[config.mk]
export PLATFORM = sky130hd
export DESIGN_NAME = qmac_top
export DESIGN_NICKNAME = d
export VERILOG_FILES = /design/src/rtl/qmac_pkg.sv /design/src/rtl/qmac_ctl_if.sv /design/src/rtl/qmac_ctrl_reg.sv /design/src/rtl/qmac_delay_line.sv /design/src/rtl/qmac_top.sv
export SDC_FILE = /design/constraint.sdc
export NUM_CORES = 2
export LEC_CHECK = 0
export ABC_AREA = 0
export BUFFER_PORTS_ARGS = -buffer_cell sky130_fd_sc_hd__buf_2
export CAP_MARGIN = 20
export CORE_MARGIN = 4
export CORE_UTILIZATION = 60
export CTS_CLUSTER_SIZE = 30
export DETAILED_ROUTE_END_ITERATION = 8
export PLACE_DENSITY_LB_ADDON = 0.3
export SYNTH_ARGS = -nofsm -noshare
export SYNTH_HDL_FRONTEND = slang
export SYNTH_HIERARCHICAL = 1
export SYNTH_SLANG_ARGS = --single-unit
[constraint.sdc]
create_clock -name core_clk_i -period 18.55 [get_ports core_clk_i]
set_clock_uncertainty 0.2 [all_clocks]
set_input_delay 1.855 -clock core_clk_i [delete_from_list [all_inputs] [get_ports core_clk_i]]
set_output_delay 1.855 -clock core_clk_i [all_outputs]
set_load 0.02 [all_outputs]
[src/rtl/qmac_pkg.sv]
// qmac_pkg: shared constants for the quad multiply-accumulate datapath
package qmac_pkg;
  // ==========================================================
  // operation_control field positions
  localparam int MFMT_LSB   = 0;
  localparam int RFMT_BIT   = 2;
  localparam int RCUT_BIT   = 3;
  localparam int WSEL_LSB   = 4;
  localparam int CHOFF_BIT  = 9;
  localparam int CDLY_LSB   = 10;
  localparam int SGN_LSB    = 12;
  localparam logic [15:0] CTRL_RESET = 16'h0000;
  // ==========================================================
  // widths and encodings
  localparam int ACC_W      = 40;
  localparam int CHAIN_W    = 20;
  localparam int OUT_W      = 20;
  localparam int WSEL_MAX   = 20;
  localparam int MAX_DLY    = 3;
  localparam int FP_EXP_W   = 6;
  localparam int FP_FRAC_W  = 9;
  localparam logic [5:0] FP_BIAS = 6'h01;
  localparam int CTRL_LAG   = 2;
  localparam logic [1:0] OP_ACCUM = 2'h0;
  localparam logic [1:0] OP_HOLD  = 2'h1;
  localparam logic [1:0] OP_LOAD  = 2'h2;
  localparam logic [1:0] OP_CLEAR = 2'h3;
  typedef enum logic [1:0] {
    QMAC_S8X8, QMAC_U8X8, QMAC_S16X16, QMAC_U16X16
  } qmac_mfmt_t;
endpackage : qmac_pkg

[src/rtl/qmac_ctl_if.sv]
// qmac_ctl_if: parameter word carried between control and datapath
`timescale 1ns/1ps
interface qmac_ctl_if;
  logic [15:0] ctrl_word;
  modport src (output ctrl_word);
  modport dst (input  ctrl_word);
endinterface : qmac_ctl_if

[src/rtl/qmac_ctrl_reg.sv]
// qmac_ctrl_reg: host-written operation_control with pin bypass
`timescale 1ns/1ps
module qmac_ctrl_reg (
  input  wire logic        core_clk_i,
  input  wire logic        reset_n_i,
  input  wire logic        pin_param_select_i,
  input  wire logic        dev_sel_n_i,
  input  wire logic        wr_n_i,
  input  wire logic [15:0] host_data_bus_i,
  output logic      [15:0] ctrl_rd_o,
  qmac_ctl_if.src          ctl
);
  // ==========================================================
  // write capture
  logic        wr_act_r;
  logic [15:0] wdata_r;
  logic [15:0] operation_control_r;
  logic [15:0] stage_r;
  logic        stage_v_r;
  wire         wr_act_nxt = ~dev_sel_n_i & ~wr_n_i;
  wire         wr_end     = wr_act_r & ~wr_act_nxt;

  // data latched while strobe low, committed after lag
  always_ff @(posedge core_clk_i)
  begin
    if (!reset_n_i)
    begin
      wr_act_r            <= 1'b0;
      wdata_r             <= qmac_pkg::CTRL_RESET;
      stage_r             <= qmac_pkg::CTRL_RESET;
      stage_v_r           <= 1'b0;
      operation_control_r <= qmac_pkg::CTRL_RESET; // RQ22
    end
    else
    begin
      wr_act_r  <= wr_act_nxt & ~pin_param_select_i;
      if (wr_act_nxt)
        wdata_r <= host_data_bus_i; // RQ26
      stage_r   <= wdata_r;
      stage_v_r <= wr_end; // RQ26
      if (stage_v_r)
        operation_control_r <= stage_r; // RQ20
    end
  end

  // pin mode feeds the bus straight into the sampled parameters
  assign ctl.ctrl_word = pin_param_select_i ? host_data_bus_i
                                            : operation_control_r; // RQ18
  assign ctrl_rd_o = operation_control_r;
endmodule : qmac_ctrl_reg

[src/rtl/qmac_delay_line.sv]
// qmac_delay_line: selectable 0..N cycle delay
`timescale 1ns/1ps
module qmac_delay_line #(
  parameter int W = 8,
  parameter int N = 3
) (
  input  wire logic         core_clk_i,
  input  wire logic [1:0]   sel_i,
  input  wire logic [W-1:0] d_i,
  output logic      [W-1:0] q_o
);
  logic [W-1:0] tap_r [N];
  // ==========================================================
  // shift chain, no reset: datapath content undefined after reset
  genvar g;
  generate
    for (g = 0; g < N; g++)
    begin : g_tap
      if (g == 0)
      begin : g_first
        always_ff @(posedge core_clk_i)
          tap_r[g] <= d_i;
      end
      else
      begin : g_rest
        always_ff @(posedge core_clk_i)
          tap_r[g] <= tap_r[g-1];
      end
    end
  endgenerate
  // tap select
  assign q_o = (sel_i == 2'h0) ? d_i : tap_r[sel_i - 2'h1]; // RQ9
endmodule : qmac_delay_line

[src/rtl/qmac_top.sv]
// qmac_top: pipelined four-multiplier accumulator with cascade output
// Functional notes
// RQ1 - four-product mode multiplies pairs a*b, c*d, e*f, g*h, signed or not
// RQ2 - single-product mode multiplies {a,b} by {c,d}; e..h ignored
// RQ3 - multiplier_format picks signed/unsigned, 8x8 quad or 16x16 single
// RQ4 - sign_select bits negate c*d, g*h, pair sum, and whole term
// RQ5 - running sum is 40-bit two's complement updated each clock
// RQ6 - sum op: accumulate, hold, load term, or clear
// RQ7 - hold_load_select high loads sample register, low keeps it
// RQ8 - cascaded_total is held_total plus shifted chain_input unless off
// RQ9 - chain_delay adds 0 to 3 delay cycles
// RQ10 - float output drives 16 bits, upper four low
// RQ11 - result_format 0 float, 1 fixed
// RQ12 - fixed output is 20-bit window at bit_window_select
// RQ13 - bit_window_select also shifts chain input; chain devices agree
// RQ14 - round_or_cut 0 rounds window, 1 truncates
// RQ15 - latency 6 to 10 clocks; parameters travel with data
// RQ16 - accumulator overflow flagged with its data, kept while holding
// RQ17 - cascade overflow ORed into overflow_flag
// RQ18 - pin mode samples parameters from data bus every clock
// RQ19 - in pin mode other party holds strobes high, bus constant; the bench pins each table row's own word, changing it per sample
// RQ20 - host write replaces parameters two clocks after write ends
// RQ21 - other party should clear or load sum after parameter change
// RQ22 - reset clears the control register
// RQ23 - product_zero_mask forces operand pairs to zero
// RQ24 - float: sign, 6-bit exponent, 9-bit fraction, bias 1
// RQ25 - datapath registers undefined after reset
// RQ26 - host write taken while select and strobe low, captured on release
`timescale 1ns/1ps
module qmac_top (
  input  wire logic        core_clk_i,
  input  wire logic        reset_n_i,
  input  wire logic        pin_param_select_i,
  input  wire logic        dev_sel_n_i,
  input  wire logic        wr_n_i,
  input  wire logic [15:0] host_data_bus_i,
  input  wire logic [7:0]  port_a_i,
  input  wire logic [7:0]  port_b_i,
  input  wire logic [7:0]  port_c_i,
  input  wire logic [7:0]  port_d_i,
  input  wire logic [7:0]  port_e_i,
  input  wire logic [7:0]  port_f_i,
  input  wire logic [7:0]  port_g_i,
  input  wire logic [7:0]  port_h_i,
  input  wire logic [19:0] chain_input_i,
  input  wire logic [1:0]  sum_register_op_i,
  input  wire logic        hold_load_select_i,
  input  wire logic [3:0]  product_zero_mask_i,
  output logic      [15:0] ctrl_rd_o,
  output logic      [19:0] result_out_o,
  output logic             overflow_flag_o
);
  localparam int AW = qmac_pkg::ACC_W;
  localparam int CW = qmac_pkg::CHAIN_W;

  // ==========================================================
  // parameter source
  qmac_ctl_if ctl ();
  qmac_ctrl_reg u_ctrl (
    .core_clk_i         (core_clk_i),
    .reset_n_i          (reset_n_i),
    .pin_param_select_i (pin_param_select_i),
    .dev_sel_n_i        (dev_sel_n_i),
    .wr_n_i             (wr_n_i),
    .host_data_bus_i    (host_data_bus_i),
    .ctrl_rd_o          (ctrl_rd_o),
    .ctl                (ctl)
  );

  // ==========================================================
  // stage 1: input sampling, parameters ride along
  logic [7:0]  pa_r, pb_r, pc_r, pd_r, pe_r, pf_r, pg_r, ph_r;
  logic [15:0] p1_r;
  logic [1:0]  op1_r;
  logic        smp1_r;

  // zero mask applied at sampling so it lines up with its data
  always_ff @(posedge core_clk_i)
  begin
    pa_r   <= product_zero_mask_i[0] ? 8'h00 : port_a_i; // RQ23
    pb_r   <= product_zero_mask_i[0] ? 8'h00 : port_b_i; // RQ23
    pc_r   <= product_zero_mask_i[1] ? 8'h00 : port_c_i; // RQ23
    pd_r   <= product_zero_mask_i[1] ? 8'h00 : port_d_i; // RQ23
    pe_r   <= product_zero_mask_i[2] ? 8'h00 : port_e_i; // RQ23
    pf_r   <= product_zero_mask_i[2] ? 8'h00 : port_f_i; // RQ23
    pg_r   <= product_zero_mask_i[3] ? 8'h00 : port_g_i; // RQ23
    ph_r   <= product_zero_mask_i[3] ? 8'h00 : port_h_i; // RQ23
    p1_r   <= ctl.ctrl_word; // RQ15
    op1_r  <= sum_register_op_i;
    smp1_r <= hold_load_select_i;
  end

  // ==========================================================
  // stage 2: multiplication
  wire [1:0] mfmt1  = p1_r[qmac_pkg::MFMT_LSB +: 2];
  wire       uns1   = mfmt1[0]; // RQ3
  wire       wide1  = mfmt1[1]; // RQ3
  wire [3:0] sgn1   = p1_r[qmac_pkg::SGN_LSB +: 4];

  // sign-or-zero extend to 17 bits so one signed multiplier covers both
  function automatic logic signed [16:0] ext8(input logic [7:0] v,
                                              input logic u);
    ext8 = {{9{~u & v[7]}}, v};
  endfunction : ext8
  function automatic logic signed [16:0] ext16(input logic [15:0] v,
                                               input logic u);
    ext16 = {~u & v[15], v};
  endfunction : ext16

  wire signed [33:0] m_ab = ext8(pa_r, uns1) * ext8(pb_r, uns1); // RQ1
  wire signed [33:0] m_cd = ext8(pc_r, uns1) * ext8(pd_r, uns1); // RQ1
  wire signed [33:0] m_ef = ext8(pe_r, uns1) * ext8(pf_r, uns1); // RQ1
  wire signed [33:0] m_gh = ext8(pg_r, uns1) * ext8(ph_r, uns1); // RQ1
  wire signed [33:0] m_w  = ext16({pa_r, pb_r}, uns1)
                          * ext16({pc_r, pd_r}, uns1); // RQ2

  // combine products under sign_select
  wire signed [AW-1:0] t_cd  = sgn1[0] ? -AW'(m_cd) : AW'(m_cd); // RQ4
  wire signed [AW-1:0] t_gh  = sgn1[1] ? -AW'(m_gh) : AW'(m_gh); // RQ4
  wire signed [AW-1:0] t_ab  = AW'(m_ab) + t_cd;
  wire signed [AW-1:0] t_ef0 = AW'(m_ef) + t_gh;
  wire signed [AW-1:0] t_ef  = sgn1[2] ? -t_ef0 : t_ef0; // RQ4
  wire signed [AW-1:0] t_sum = wide1 ? AW'(m_w) : (t_ab + t_ef); // RQ2
  wire signed [AW-1:0] term  = sgn1[3] ? -t_sum : t_sum; // RQ4

  logic signed [AW-1:0] term_r;
  logic [15:0] p2_r;
  logic [1:0]  op2_r;
  logic        smp2_r;
  always_ff @(posedge core_clk_i)
  begin
    term_r <= term;
    p2_r   <= p1_r; // RQ15
    op2_r  <= op1_r;
    smp2_r <= smp1_r;
  end

  // ==========================================================
  // stage 3: accumulate and sample
  logic signed [AW-1:0] sum_r;
  logic signed [AW-1:0] held_total_r;
  logic                 acc_ovf_pend_r;
  logic                 held_ovf_r;
  logic [15:0]          p3_r;

  wire signed [AW:0] acc_wide = {sum_r[AW-1], sum_r}
                              + {term_r[AW-1], term_r};
  wire acc_ovf = (op2_r == qmac_pkg::OP_ACCUM)
               & (acc_wide[AW] ^ acc_wide[AW-1]);
  logic signed [AW-1:0] sum_nxt;
  always_comb
  begin
    case (op2_r)
      qmac_pkg::OP_ACCUM: sum_nxt = acc_wide[AW-1:0]; // RQ6
      qmac_pkg::OP_HOLD:  sum_nxt = sum_r; // RQ6
      qmac_pkg::OP_LOAD:  sum_nxt = term_r; // RQ6
      qmac_pkg::OP_CLEAR: sum_nxt = '0; // RQ6
      default:            sum_nxt = sum_r;
    endcase
  end

  // overflow kept pending while the sample register holds
  wire acc_ovf_any = acc_ovf | acc_ovf_pend_r;
  // sum and sample register stay unreset: undefined after reset
  always_ff @(posedge core_clk_i)
  begin
    sum_r <= sum_nxt; // RQ5
    p3_r  <= p2_r;
    if (smp2_r)
      held_total_r <= sum_nxt; // RQ7
  end

  // only these two flags are reset; overflow_flag_o and the cascade overflow path are not, so an unknown can still reach the pin
  always_ff @(posedge core_clk_i)
  begin
    if (!reset_n_i)
    begin
      held_ovf_r     <= 1'b0;
      acc_ovf_pend_r <= 1'b0;
    end
    else if (smp2_r)
    begin
      held_ovf_r     <= acc_ovf_any; // RQ16
      acc_ovf_pend_r <= 1'b0;
    end
    else
    begin
      held_ovf_r     <= 1'b0;
      acc_ovf_pend_r <= acc_ovf_any; // RQ16
    end
  end

  // ==========================================================
  // delay steps to line up with the chain input
  localparam int DW = AW + 1 + 16;
  logic [DW-1:0] dly_q;
  qmac_delay_line #(
    .W (DW),
    .N (qmac_pkg::MAX_DLY)
  ) u_dly (
    .core_clk_i (core_clk_i),
    .sel_i      (p3_r[qmac_pkg::CDLY_LSB +: 2]), // RQ9
    .d_i        ({held_total_r, held_ovf_r, p3_r}),
    .q_o        (dly_q)
  );
  wire signed [AW-1:0] held_d = dly_q[DW-1 -: AW];
  wire                 hovf_d = dly_q[16];
  wire [15:0]          p4     = dly_q[15:0];

  // ==========================================================
  // stage: chain input sample (after delay)
  logic signed [AW-1:0] held4_r;
  logic                 hovf4_r;
  logic [15:0]          p4_r;
  logic [CW-1:0]        chain4_r;
  always_ff @(posedge core_clk_i)
  begin
    held4_r  <= held_d;
    hovf4_r  <= hovf_d;
    p4_r     <= p4;
    chain4_r <= chain_input_i; // RQ9 sampled after the delay steps
  end

  // ==========================================================
  // stage: cascade addition
  wire [4:0] wsel4  = p4_r[qmac_pkg::WSEL_LSB +: 5];
  wire       choff4 = p4_r[qmac_pkg::CHOFF_BIT];
  wire signed [AW-1:0] chain_ext = AW'($signed(chain4_r));
  // chain word shifted by the same window as the output
  wire signed [AW-1:0] chain_sh = choff4 ? '0 : (chain_ext <<< wsel4);
  wire signed [AW:0] cascaded_total_w = {held4_r[AW-1], held4_r}
                            + {chain_sh[AW-1], chain_sh}; // RQ8 RQ13
  wire csc_ovf = cascaded_total_w[AW] ^ cascaded_total_w[AW-1];

  logic signed [AW-1:0] cascaded_total_r;
  logic                 ovf5_r;
  logic [15:0]          p5_r;
  always_ff @(posedge core_clk_i)
  begin
    cascaded_total_r <= cascaded_total_w[AW-1:0]; // RQ8
    ovf5_r           <= hovf4_r | csc_ovf; // RQ17
    p5_r             <= p4_r;
  end

  // ==========================================================
  // fixed window with rounding; saturates the round-up carry
  wire        rcut5 = p5_r[qmac_pkg::RCUT_BIT];
  wire [4:0]  wsel5 = p5_r[qmac_pkg::WSEL_LSB +: 5];
  wire [AW-1:0] shifted = cascaded_total_r >>> wsel5; // RQ12
  wire        rbit  = (wsel5 != 5'h00) & cascaded_total_r[wsel5 - 5'h01];
  wire [qmac_pkg::OUT_W-1:0] win = shifted[qmac_pkg::OUT_W-1:0];
  wire [qmac_pkg::OUT_W-1:0] fix_val = (!rcut5 && rbit && win != 20'h7FFFF)
                                     ? win + 20'h00001 : win; // RQ14

  // float conversion: leading one search on magnitude
  wire          fsgn = cascaded_total_r[AW-1];
  wire [AW-1:0] fmag = fsgn ? -cascaded_total_r : cascaded_total_r;
  logic [5:0]   lead;
  always_comb
  begin
    lead = 6'h00;
    for (int i = 0; i < AW; i++)
      if (fmag[i])
        lead = 6'(i);
  end
  wire [AW-1:0] fnorm = fmag << (6'(AW - 1) - lead);
  wire [5:0]    fexp  = (fmag == '0) ? 6'h00 : lead + qmac_pkg::FP_BIAS;
  wire [8:0]    ffrac = (fmag == '0) ? 9'h000 : fnorm[AW-2 -: 9];
  wire [15:0]   fp_val = {fsgn, fexp, ffrac}; // RQ24

  // ==========================================================
  // float stage then output register; fixed skips the float stage
  logic [15:0] fp6_r;
  logic        ovf6_r;
  logic        rfmt6_r;
  always_ff @(posedge core_clk_i)
  begin
    fp6_r   <= fp_val;
    ovf6_r  <= ovf5_r;
    rfmt6_r <= p5_r[qmac_pkg::RFMT_BIT];
  end

  wire rfmt5 = p5_r[qmac_pkg::RFMT_BIT]; // RQ11
  always_ff @(posedge core_clk_i)
  begin
    if (rfmt5)
    begin
      result_out_o    <= fix_val; // RQ12 RQ15
      overflow_flag_o <= ovf5_r;
    end
    else if (!rfmt6_r)
    begin
      result_out_o    <= {4'h0, fp6_r}; // RQ10
      overflow_flag_o <= ovf6_r;
    end
  end
endmodule : qmac_top

==> reports/qor.txt <==
status: finished, final reports clean
fin. max-slew vios: 0
CTS resizes: 0
max-cap check violation count: 0
DRT Wirelength: 150,500 um
layout cells sized above 1: 0.07885
starting density of the core: 0.6041
CTS tree: yes
Tmin final: 16,370 ps
post-DP HPWL: 117,800 um
first-pass GRT wire length: 247,700 um
Synth Cell Area: 61,460 um^2
postcts setup bufs: 0
Final #Nets: 7,949
I/O Buffers: 148
Max Clock Freq: 0.06107 GHz
hold depth: 0
Rel. slew slack: 0.2459
Startpoint Class: register
Hold Violations, Final: 0
die width: 328.0 um
H-tree levels: 2
hold_buf cts: 0
drt wl/cell: 18.63 um
Total Neg Setup Slack: 0 ps
CTS buffer count: 59
Worst EP arrival: 16,780 ps
Final Setup Violations: 0
worst skew pair latency: 700 ps
worst slew pin tran: 1124 ps
Antenna Nets Post-Route: 0
initial antenna violation count: 2
pin count of the biggest net entering global routing: 72
post-layout util: 0.6404
Crit. End Element: register
slowest CP cell: nor4b_1
Hold Path Class: register to register
global route total overflow: 0
Die Height: 328.0 um
Yosys warnings: 6
vias per inst: 5.746
DR DRC count: 0
TritonRoute pass-1 iters: 6
cell mode on critical path: fa_1
Area after DPL: 63,060 um^2
DIE AREA: 107,600 um^2
CTS root buf: clkbuf_16
core area: 101,700 um^2
Rows: 117
design area: 65,150 um^2
Num Clock Sinks: 581
Total Routing Usage GR: 0.2825
Layout area overhead: 6.012%
Avg Cell Area, Syn: 9.189 um^2
R2R depth: 53
# fillers: 8,423
RD Place Congestion: 0.9663
worst path required time: 18,950 ps
vias in the first global route: 47.77k
Tcrit/Tclk final: 0.8827
clock tree buffer depth: 3
IO Pins: 149
critical-path maximum fanout: 9
Syn Inst Count: 6,688
syn nets: 7,978
starting DRC count in detailed routing: 3,337
crit path kind: register to register
Max stage delay on crit path: 820 ps
Clock Pin Slew Worst Setup and Hold Paths: 60 ps
vias: 46.42k
RSZ-0062 raised after global routing: no
## final cells by class
| class | count | area, um^2 | area share |
|---|---|---|---|
| Inverter | 1007 | 3780 | 0.05802 |
| Tap cell | 1368 | 1712 | 0.02627 |
| Clock buffer | 84 | 1690 | 0.02594 |
| Timing Repair Buffer | 217 | 1306 | 0.02005 |
| Multi-Input combinational cell | 4793 | 44080 | 0.6766 |
| Antenna cell | 2 | 5.005 | 0.00007682 |
| Sequential cell | 581 | 12250 | 0.1880 |
| Clock inverter | 27 | 325.3 | 0.004993 |
## path summary, 6_finish.rpt
| check | start | endpoint | slack (ps) |
|---|---|---|---|
| worst max-delay path | pg_r[7]$_SDFF_PP0_ | term_r[37]$_DFF_P_ | 2180 |
| worst min-delay path | u_dly/tap_r[1][28]$_DFF_P_ | u_dly/tap_r[2][28]$_DFF_P_ | 120 |
| worst max register to register | pg_r[7]$_SDFF_PP0_ | term_r[37]$_DFF_P_ | 2180 |
| worst min register to register | u_dly/tap_r[1][28]$_DFF_P_ | u_dly/tap_r[2][28]$_DFF_P_ | 120 |
## placed cells by master (no fill, tap or decap), drive strengths merged, types with 217 or more instances in the layout
| master | instances |
|---|---|
| a21oi | 265 |
| nor2 | 266 |
| buf | 217 |
| inv | 1010 |
| fa | 737 |
| mux2i | 236 |
| nand2 | 703 |
| xnor2 | 256 |
| o21ai | 285 |
| ha | 441 |
| dfxtp | 520 |
| and2 | 263 |
## worst max-delay path, delay by kind of cell, from the launching register on
kind                     cells  cell delay, ps
adder cells (fa/ha/maj)     15            6510
buffers and inverters        7             360
AND/OR/NAND/NOR             12            4460
XOR/XNOR                     4             740
flip-flops                   1             490
AO/OA/AOI/OAI               15            3510
## per-stage QoR
| stage | cells | worst slack, ps | hold slack (ps) |
|---|---|---|---|
| 2_1_floorplan | 6688 | 3880 | 109.6 |
| 3_3_place_gp | 7963 | 2662 | 110.3 |
| 3_5_place_dp | 7963 | 2434 | 112.0 |
| 4_1_cts | 8074 | 2360 | 102.3 |
| 5_1_grt | 8079 | 1189 | 111.7 |
| 6_report | 8079 | 2176 | 119.2 |
## per-layer routing
metal,share of wire,vias up,global-route usage
li1,-,21817,-
met1,0.42,22857,0.3724
met2,0.48,1442,0.4777
met3,0.060,300,0.03832
met4,0.037,2,0.1036
met5,0.000086,-,0
## sequential cells by signal (all words and copies together), names as in the netlist, 10 cells and up
register,cells
held4_r,40
term_r,40
held_total_r,40
u_ctrl/wdata_r,16
sum_r,40
p1_r,16
chain4_r,20
p2_r,10
result_out_o,20
u_ctrl/ctrl_rd_o,16
fp6_r,16
p3_r,10
cascaded_total_r,40
u_ctrl/stage_r,16
u_dly/tap_r,147
Power is not shown: default switching activity piles up to over one toggle a cycle in this logic, so the estimate is an artifact.
